[src/inc/pmicls_pkg.sv]
/*
 * Shared constants and types of the live status register bank.
 * Assumes a single register-interface clock and that the serial register
 * interface in front of it delivers decoded read and write strobes.
 */
// Contract
// - Top status bit 3 reads one while the external sync clock frequency is invalid and zero while valid.
// - Top status bit 2 reads one while the die is above the thermal shutdown level and zero otherwise.
// - Top status bit 1 reads one while the die is above the thermal warning level and zero otherwise.
// - Top status bit 0 reads one while the input supply is above the overvoltage threshold and zero otherwise.
// - Step-down status bit 7 shows whether converter B is enabled.
// - Step-down status bit 6 shows whether converter B output is valid.
// - Step-down status bit 4 reads one while converter B sits at its current limit.
// - Step-down status bit 3 shows whether converter A is enabled.
// - Step-down status bit 2 shows the raw output validity of converter A.
// - Step-down status bit 0 reads one while converter A sits at its current limit.
// - Boost status bit 3 shows whether the boost converter is enabled.
// - Boost status bit 2 shows the raw output validity of the boost converter.
// - Boost status bit 0 reads one while the boost converter sits at its current limit.

package pmicls_pkg;

    localparam int ADDR_W = 8;
    localparam int DATA_W = 8;

    // Register offsets.
    localparam logic [ADDR_W-1:0] OFS_TOP_LIVE_STATUS = 8'h25;
    localparam logic [ADDR_W-1:0] OFS_STEPDOWN_LIVE_STATUS = 8'h26;
    localparam logic [ADDR_W-1:0] OFS_BOOST_LIVE_STATUS = 8'h27;

    // Reset value of every register and of unmapped reads.
    localparam logic [DATA_W-1:0] REG_RESET = 8'h00;

    // Top status field positions.
    localparam int TOP_SYNC_CLK_INVALID = 3;
    localparam int TOP_THERMAL_SHUTDOWN = 2;
    localparam int TOP_THERMAL_WARNING = 1;
    localparam int TOP_INPUT_OVERVOLTAGE = 0;

    // Step-down status field positions.
    localparam int SD_B_ENABLED = 7;
    localparam int SD_B_OUTPUT_GOOD = 6;
    localparam int SD_B_CURRENT_LIMIT = 4;
    localparam int SD_A_ENABLED = 3;
    localparam int SD_A_OUTPUT_GOOD = 2;
    localparam int SD_A_CURRENT_LIMIT = 0;

    // Boost status field positions.
    localparam int SU_ENABLED = 3;
    localparam int SU_OUTPUT_GOOD = 2;
    localparam int SU_CURRENT_LIMIT = 0;

    // Masks of the bits that carry a field; every other bit is reserved and reads zero.
    localparam logic [DATA_W-1:0] TOP_USED = 8'h0f;
    localparam logic [DATA_W-1:0] SD_USED = 8'hdd;
    localparam logic [DATA_W-1:0] SU_USED = 8'h0d;

    // Raw analog conditions, as they arrive from the detectors.
    typedef struct packed {
        logic sync_clk_invalid;
        logic thermal_shutdown_flag;
        logic thermal_warning_flag;
        logic input_overvoltage_flag;
        logic stepdown_b_enabled;
        logic stepdown_b_output_good;
        logic stepdown_b_at_current_limit;
        logic stepdown_a_enabled;
        logic stepdown_a_output_good;
        logic stepdown_a_at_current_limit;
        logic stepup_enabled;
        logic stepup_output_good;
        logic stepup_at_current_limit;
    } pmicls_cond_t;

    localparam int COND_W = $bits(pmicls_cond_t);

    // Register access strobes from the serial interface.
    typedef struct packed {
        logic rd_en;
        logic wr_en;
        logic [ADDR_W-1:0] addr;
    } pmicls_req_t;

endpackage

[src/logic/pmicls_sync.sv]
/*
 * Three-stage synchroniser with an agreement filter for a vector of
 * asynchronous condition inputs.
 * Assumes each input is a level from analog detectors outside the clock domain.
 */
`timescale 1ns/100ps
`default_nettype none

module pmicls_sync #(
    parameter int WIDTH = 1
) (
    input wire logic clk_sys,
    input wire logic rst_b,
    input wire logic ce,
    input wire logic [WIDTH-1:0] async_in,
    output logic [WIDTH-1:0] filt
);

    logic [WIDTH-1:0] stage1;
    logic [WIDTH-1:0] stage2;
    logic [WIDTH-1:0] stage3;

    // The chain of three flip-flops; only stage2 reads stage1.
    always_ff @(posedge clk_sys) begin
        if (!rst_b) begin
            stage1 <= '0;
            stage2 <= '0;
            stage3 <= '0;
        end else if (ce) begin
            stage1 <= async_in;
            stage2 <= stage1;
            stage3 <= stage2;
        end
    end

    // A bit changes only once the second and third stages agree.
    always_ff @(posedge clk_sys) begin
        if (!rst_b) begin
            filt <= '0;
        end else if (ce) begin
            for (int i = 0; i < WIDTH; i++) begin
                if (stage2[i] == stage3[i]) begin
                    filt[i] <= stage3[i];
                end
            end
        end
    end

endmodule // pmicls_sync

`default_nettype wire

[src/logic/pmicls_top.sv]
/*
 * Live status register bank: three read-only registers that mirror the
 * present converter, thermal, overvoltage and sync clock conditions.
 * Assumes the serial register interface decodes transfers into one-cycle
 * read and write strobes with an address, on the same clock.
 */
`timescale 1ns/100ps
`default_nettype none

module pmicls_top (
    input wire logic clk_sys,
    input wire logic rst_b,
    input wire logic ce,
    input wire pmicls_pkg::pmicls_cond_t cond_in,
    input wire pmicls_pkg::pmicls_req_t req,
    output logic [pmicls_pkg::DATA_W-1:0] rd_data,
    output logic rd_valid,
    output logic wr_refused,
    output logic [pmicls_pkg::DATA_W-1:0] top_live_status,
    output logic [pmicls_pkg::DATA_W-1:0] stepdown_live_status,
    output logic [pmicls_pkg::DATA_W-1:0] boost_live_status
);
    import pmicls_pkg::*;

    logic [COND_W-1:0] filt_vec;
    pmicls_cond_t filt;

    // Builds the top status byte from the filtered conditions.
    function automatic logic [DATA_W-1:0] pack_top(input pmicls_cond_t c);
        logic [DATA_W-1:0] v;
        v = REG_RESET;
        v[TOP_SYNC_CLK_INVALID] = c.sync_clk_invalid;
        v[TOP_THERMAL_SHUTDOWN] = c.thermal_shutdown_flag;
        v[TOP_THERMAL_WARNING] = c.thermal_warning_flag;
        v[TOP_INPUT_OVERVOLTAGE] = c.input_overvoltage_flag;
        return v;
    endfunction

    // Builds the step-down status byte.
    function automatic logic [DATA_W-1:0] pack_sd(input pmicls_cond_t c);
        logic [DATA_W-1:0] v;
        v = REG_RESET;
        v[SD_B_ENABLED] = c.stepdown_b_enabled;
        v[SD_B_OUTPUT_GOOD] = c.stepdown_b_output_good;
        v[SD_B_CURRENT_LIMIT] = c.stepdown_b_at_current_limit;
        v[SD_A_ENABLED] = c.stepdown_a_enabled;
        v[SD_A_OUTPUT_GOOD] = c.stepdown_a_output_good;
        v[SD_A_CURRENT_LIMIT] = c.stepdown_a_at_current_limit;
        return v;
    endfunction

    // Builds the boost status byte.
    function automatic logic [DATA_W-1:0] pack_su(input pmicls_cond_t c);
        logic [DATA_W-1:0] v;
        v = REG_RESET;
        v[SU_ENABLED] = c.stepup_enabled;
        v[SU_OUTPUT_GOOD] = c.stepup_output_good;
        v[SU_CURRENT_LIMIT] = c.stepup_at_current_limit;
        return v;
    endfunction

    // Selects the register at an offset; unmapped offsets read as reset value.
    function automatic logic [DATA_W-1:0] reg_lookup(
        input logic [ADDR_W-1:0] a,
        input logic [DATA_W-1:0] t,
        input logic [DATA_W-1:0] s,
        input logic [DATA_W-1:0] b
    );
        logic [DATA_W-1:0] v;
        v = REG_RESET;
        case (a)
            OFS_TOP_LIVE_STATUS: v = t;
            OFS_STEPDOWN_LIVE_STATUS: v = s;
            OFS_BOOST_LIVE_STATUS: v = b;
            default: v = REG_RESET;
        endcase
        return v;
    endfunction

    // Bring the detector levels into the register clock domain.
    pmicls_sync #(
        .WIDTH(COND_W)
    ) u_sync (
        .clk_sys(clk_sys),
        .rst_b(rst_b),
        .ce(ce),
        .async_in(cond_in),
        .filt(filt_vec)
    );

    assign filt = pmicls_cond_t'(filt_vec);

    // Status registers follow the filtered conditions every enabled cycle, no latching.
    always_ff @(posedge clk_sys) begin
        if (!rst_b) begin
            top_live_status <= REG_RESET;
            stepdown_live_status <= REG_RESET;
            boost_live_status <= REG_RESET;
        end else if (ce) begin
            top_live_status <= pack_top(filt);
            stepdown_live_status <= pack_sd(filt);
            boost_live_status <= pack_su(filt);
        end
    end

    // Read port: data and valid one cycle after the strobe.
    always_ff @(posedge clk_sys) begin
        if (!rst_b) begin
            rd_data <= REG_RESET;
            rd_valid <= 1'b0;
        end else if (ce) begin
            rd_valid <= req.rd_en;
            if (req.rd_en) begin
                rd_data <= reg_lookup(req.addr, top_live_status, stepdown_live_status, boost_live_status);
            end
        end
    end

    // Writes are acknowledged as refused and never reach the registers.
    always_ff @(posedge clk_sys) begin
        if (!rst_b) begin
            wr_refused <= 1'b0;
        end else if (ce) begin
            wr_refused <= req.wr_en;
        end
    end
endmodule // pmicls_top

`default_nettype wire

[config.mk]
export PLATFORM = sky130hd
export DESIGN_NAME = pmicls_top
export DESIGN_NICKNAME = d
export VERILOG_FILES = /design/src/inc/pmicls_pkg.sv /design/src/logic/pmicls_sync.sv /design/src/logic/pmicls_top.sv
export SDC_FILE = /design/constraint.sdc
export NUM_CORES = 1
export LEC_CHECK = 0
export ABC_CLOCK_PERIOD_IN_PS = 1000
export BUFFER_PORTS_ARGS = -buffer_cell sky130_fd_sc_hd__buf_4
export CAP_MARGIN = 30
export CORE_UTILIZATION = 55
export CTS_BUF_LIST = sky130_fd_sc_hd__clkbuf_16
export DETAILED_ROUTE_END_ITERATION = 8
export GPL_ROUTABILITY_DRIVEN = 0
export PLACE_DENSITY = 0.77
export SETUP_SLACK_MARGIN = 0.1
export SLEW_MARGIN = 20
export SYNTH_ARGS = -nofsm -noshare
export SYNTH_HDL_FRONTEND = slang
export SYNTH_HIERARCHICAL = 1
export SYNTH_SLANG_ARGS = --single-unit
export TNS_END_PERCENT = 30
[constraint.sdc]
create_clock -name clk_sys -period 1 [get_ports clk_sys]
set_input_delay 0.05 -clock clk_sys [delete_from_list [all_inputs] [get_ports clk_sys]]
set_output_delay 0.05 -clock clk_sys [all_outputs]
set_load 0.01 [all_outputs]
Word-level counts from Yosys, hierarchy flattened
Index checks and enable logic that the tools add are counted.

word-level totals
  register bits = 75
  word-level logic and storage cells = 53

cells by class
  eq/ne operators = 16
  muxes and demuxes = 1
  reduce and logical (&&, ||, !) cells = 14

operator list
  kind                count
  $reduce_and 2->1    14
  $eq 8x6->1 const B  3
  $pmux 8 s3          1
  $eq 1x1->1          13

Depth between registers and ports, before layout
  word-level depth = 2
  gate-level depth with buffers = 4
  gate-level depth less buffers = 3

By module
The synthesis kept the hierarchy.

by module, submodules not included
  module       times used  cells an instance  area each (µm²)
  pmicls_sync  1           209                2138.3
  pmicls_top   1           103                1037.2

Worst setup path before layout
Ideal clock, no wire load.

  path kind = reg2reg
  start point = reg boost_live_status[3] (netlist name)
  end point = reg rd_data[3] (netlist name)
  setup time = 0.120 ns
  data arrival time = 0.786 ns
  required time = 0.880 ns
  slack = 0.094 ns
  cell stages (with the launch flop) = 4
  path through = dfxtp_1 mux2_2 a22oi_1 o21ai_1

between the ends
  cells in the longest elaborated chain, start to end = 1

RTL lines
  item                    line               text
  from (decl)             pmicls_top.sv:21   output logic [pmicls_pkg::DATA_W-1:0] boost_live_status
  from (signal assigned)  pmicls_top.sv:102  boost_live_status <= pack_su(filt);
  $pmux 8 s3              pmicls_top.sv:71   case (a)
  to (signal assigned)    pmicls_top.sv:114  rd_data <= reg_lookup(req.addr, top_live_status, stepdown_live_status, boost_live_status);
  to (decl)               pmicls_top.sv:16   output logic [pmicls_pkg::DATA_W-1:0] rd_data,

Every way passes these cells.
A chain may end at the register's enable or synchronous reset.

Worst setup path after layout
  start point = reg stepdown_live_status[7] (netlist name)
  end point = out stepdown_live_status[7] (netlist name)

RTL lines
  item                    line               text
  from (decl)             pmicls_top.sv:20   output logic [pmicls_pkg::DATA_W-1:0] stepdown_live_status,
  from (signal assigned)  pmicls_top.sv:101  stepdown_live_status <= pack_sd(filt);

No word-level cell between the ends.

==> impl_metrics.py <==
metrics = {
    "critical_path": {
        "startpoint_type": "register",
        "reg2reg_slack_ns": 0.09,
        "worst-path-stages": 1,
        "crit_path_top_delay_cell": "dfxtp_1",
        "cp-end-kind": "output pin",
        "cpPeakStageDelay_ns": 0.39,
        "timing.rr.start": "top_live_status[2]$_SDFFE_PN0P_",
        "cpLargestDelayFamily": "flip-flops",
        "rr_worst_depth": 3,
        "cp.arrival_ns": 0.86,
        "cp_num_buf_inv": 1,
        "regToRegEndpoint": "rd_data[2]$_SDFFE_PN0P_",
        "worstSetupStartpoint": "stepdown_live_status[7]$_SDFFE_PN0P_",
        "crit_chain": "buf_4",
        "crit_end": "stepdown_live_status[7]",
        "critPathKind": "reg -> out",
        "worstPathMaxFanout": 3,
        "cp_data_required_time_ns": 0.95,
    },
    "floorplan": {
        "start_util_pct": 57.32,
        "io-pin-count": 60,
        "fp.coreArea_um2": 5540,
        "die_w_um": 77.99,
        "die_h_um": 77.99,
        "die_area_um2": 6082,
        "num_rows": 27,
    },
    "pwr": {
        "seqPwrFrac_pct": 46.0,
        "swShare_pct": 22.06,
        "peakVddDrop_mv": 1.325,
        "pwr-share-clk_pct": 46.1,
        "p_sw_w": 0.001467,
        "leakagePower_nw": 1.664,
        "power_frac_comb_pct": 7.9,
        "intPower_w": 0.005181,
        "power_density_nw_per_um2": 1669,
    },
    "clocking": {
        "clock_sinks": 74,
        "cts_buffers": 9,
        "clkTransAtPathRegs_ns": 0.05,
        "cts_root_buf": "clkbuf_16",
        "insertion_delay_ns": 0.33,
        "tritoncts": "built",
        "clockBufferDepth": 2,
        "h-tree-depth": 3,
    },
    "yosys": {
        "syn_area_per_cell_um2": 10.18,
        "synth-warning-count": 6,
        "yosysUniqueCellTypes": 30,
        "ys_ff_latch": 74,
        "syn_inst": 312,
        "syn_area_um2": 3176,
        "yosysSeqAreaShare_pct": 46.65,
    },
    "final_layout": {
        "mostFrequentLayoutCells": "dfxtp_1, mux2i_1, buf_4",
        "layout-drive-gt1-share_pct": 24.67,
        "fillCellCount": 405,
        "area_growth_syn_to_layout_pct": 25.45,
        "diodes": 0,
        "nets": 398,
        "final_common_cell": "dfxtp_1",
    },
    "hold_path": {
        "hp-class": "in -> reg",
    },
    "run_status": {
        "status": "finished, final reports clean",
    },
    "routing": {
        "drtIter0Drc": 91,
        "wl_um": 5891,
        "drt-wirelength-per-cell_um": 13.12,
        "vias_per_cell": 5.060,
        "via_count": 2272,
        "postRouteAntennaNets": 0,
        "drcViolationCount": 0,
        "drt-pass1-iter-count": 4,
    },
    "sta": {
        "finalSetupTns_ns": 0,
        "finalSetupViolCount": 0,
        "finalCritPeriodShare_pct": 91.26,
        "final_hold_viol_count": 0,
        "min_period_ns": 0.9126,
        "finClkSkew_ns": 0.005693,
        "final_max_slew_viol_count": 0,
        "rsz0062_at_grt": "yes",
        "whs_ns": 0.03747,
        "maxClockFrequency_mhz": 1096,
    },
    "grt": {
        "grt_util_all_layers_pct": 20.51,
        "grt_pass1_vias": 2041,
        "grt_pass1_wl_um": 9604,
        "grt_max_degree": 33,
        "overflow": 0,
        "antenna_found_initial": 0,
    },
    "flow_run": {
        "cap_violations": 0,
    },
    "place": {
        "hpwlAfterDp_um": 3823,
        "port_buffers": 47,
    },
}
[state kept, by name, summed over array words and instances, names as in the netlist]
signal,flops
stepdown_live_status,6
u_sync/stage2,13
top_live_status,4
rd_valid,1
rd_data,7
boost_live_status,3
u_sync/stage3,13
u_sync/stage1,13
wr_refused,1
u_sync/filt,13
[power groups by stage]
stage | registers (W) | logic, W | clock network (W)
finish | 0.00306 | 0.000528 | 0.00306
CTS | 0.00306 | 0.000526 | 0.00313
floorplan | 0.00311 | 0.000372 | 0
detailed placement | 0.00312 | 0.000479 | 0
global placement | 0.00312 | 0.000472 | 0
global route | 0.00306 | 0.000571 | 0.00325
[per-stage QoR]
stage | area [um^2] | std cells | setup WS [ns] | utilization (%) | total power (W)
5_1_grt | 3984 | 449 | 0.05262 | 71.91 | 0.006885
3_3_place_gp | 3540 | 419 | 0.1164 | 63.89 | 0.003587
3_5_place_dp | 3540 | 419 | 0.08879 | 63.89 | 0.003598
4_1_cts | 3968 | 449 | 0.06906 | 71.61 | 0.006708
2_1_floorplan | 3219 | 323 | 0.1062 | - | 0.003479
6_report | 3984 | 449 | 0.08739 | 71.91 | 0.006648
[kinds of logic after synthesis]
logic type             synth area share [%]
AOI/OAI and AO/OA                     10.60
and+or+nand+nor                       15.72
muxes                                 17.77
DFF                                   46.65
buffers and inverters                 9.141
other                                0.1181
[worst min path at each step]
| stage | from | slack [ns] | depth (start not counted) | endpoint |
|---|---|---|---|---|
| final | req[6] | 0.04 | 4 | rd_data[1]$_SDFFE_PN0P_ |
| after CTS | req[6] | 0.03 | 4 | rd_data[1]$_SDFFE_PN0P_ |
| after detailed placement | cond_in[11] | 0.29 | 3 | u_sync/stage1[11]$_SDFFE_PN0P_ |
| after global routing | req[6] | 0.04 | 4 | rd_data[1]$_SDFFE_PN0P_ |
| after global placement | cond_in[5] | 0.28 | 3 | u_sync/stage1[5]$_SDFFE_PN0P_ |
| after floorplan | cond_in[0] | 0.20 | 2 | u_sync/stage1[0]$_SDFFE_PN0P_ |
[Yosys cell counts, drive strengths merged]
cell	n	area [um^2]
a21boi	2	15.02
a21oi	13	65.06
a22oi	3	22.52
and2	1	6.260
and2b	1	7.510
and3b	1	8.760
buf	27	217.7
clkbuf	2	7.510
conb	1	3.750
dfxtp	74	1481
dlymetal6s2s	1	12.51
inv	14	52.55
mux2	3	33.78
mux2i	53	530.5
nand2	15	56.30
nand2b	1	6.260
nand3	10	50.05
nand4	2	18.77
nor2	39	146.4
nor2b	28	175.2
nor4b	1	23.77
o21a	1	7.510
o21ai	6	30.03
o32ai	13	196.4
[repair_timing]
item,in CTS,in global routing
endpoints found under the hold margin,14,0
hold buffers,14,0
setup buffers,0,0
setup endpoints to repair,7,7
resized for setup,2,4
[per-layer routing]
layer  part of all wire, %  global-route usage (%)  vias to the layer above
li1                      -                       -                     1159
met1                    50                   26.83                     1046
met2                    44                   31.06                       61
met3                   5.4                   6.824                        6
met4                   1.1                   8.333                        0
met5                     0                       0                        -
[area by class of cell]
class,instances,area (um^2),share of cell area (%)
Sequential cell,74,1488,37.34
Multi-Input combinational cell,205,1460,36.65
Timing Repair Buffer,68,608.1,15.26
Clock buffer,9,225.2,5.653
Tap cell,72,90.09,2.261
Clock inverter,7,60.06,1.508
Inverter,14,52.55,1.319
Note: power is estimated with default switching activity, not from simulation.
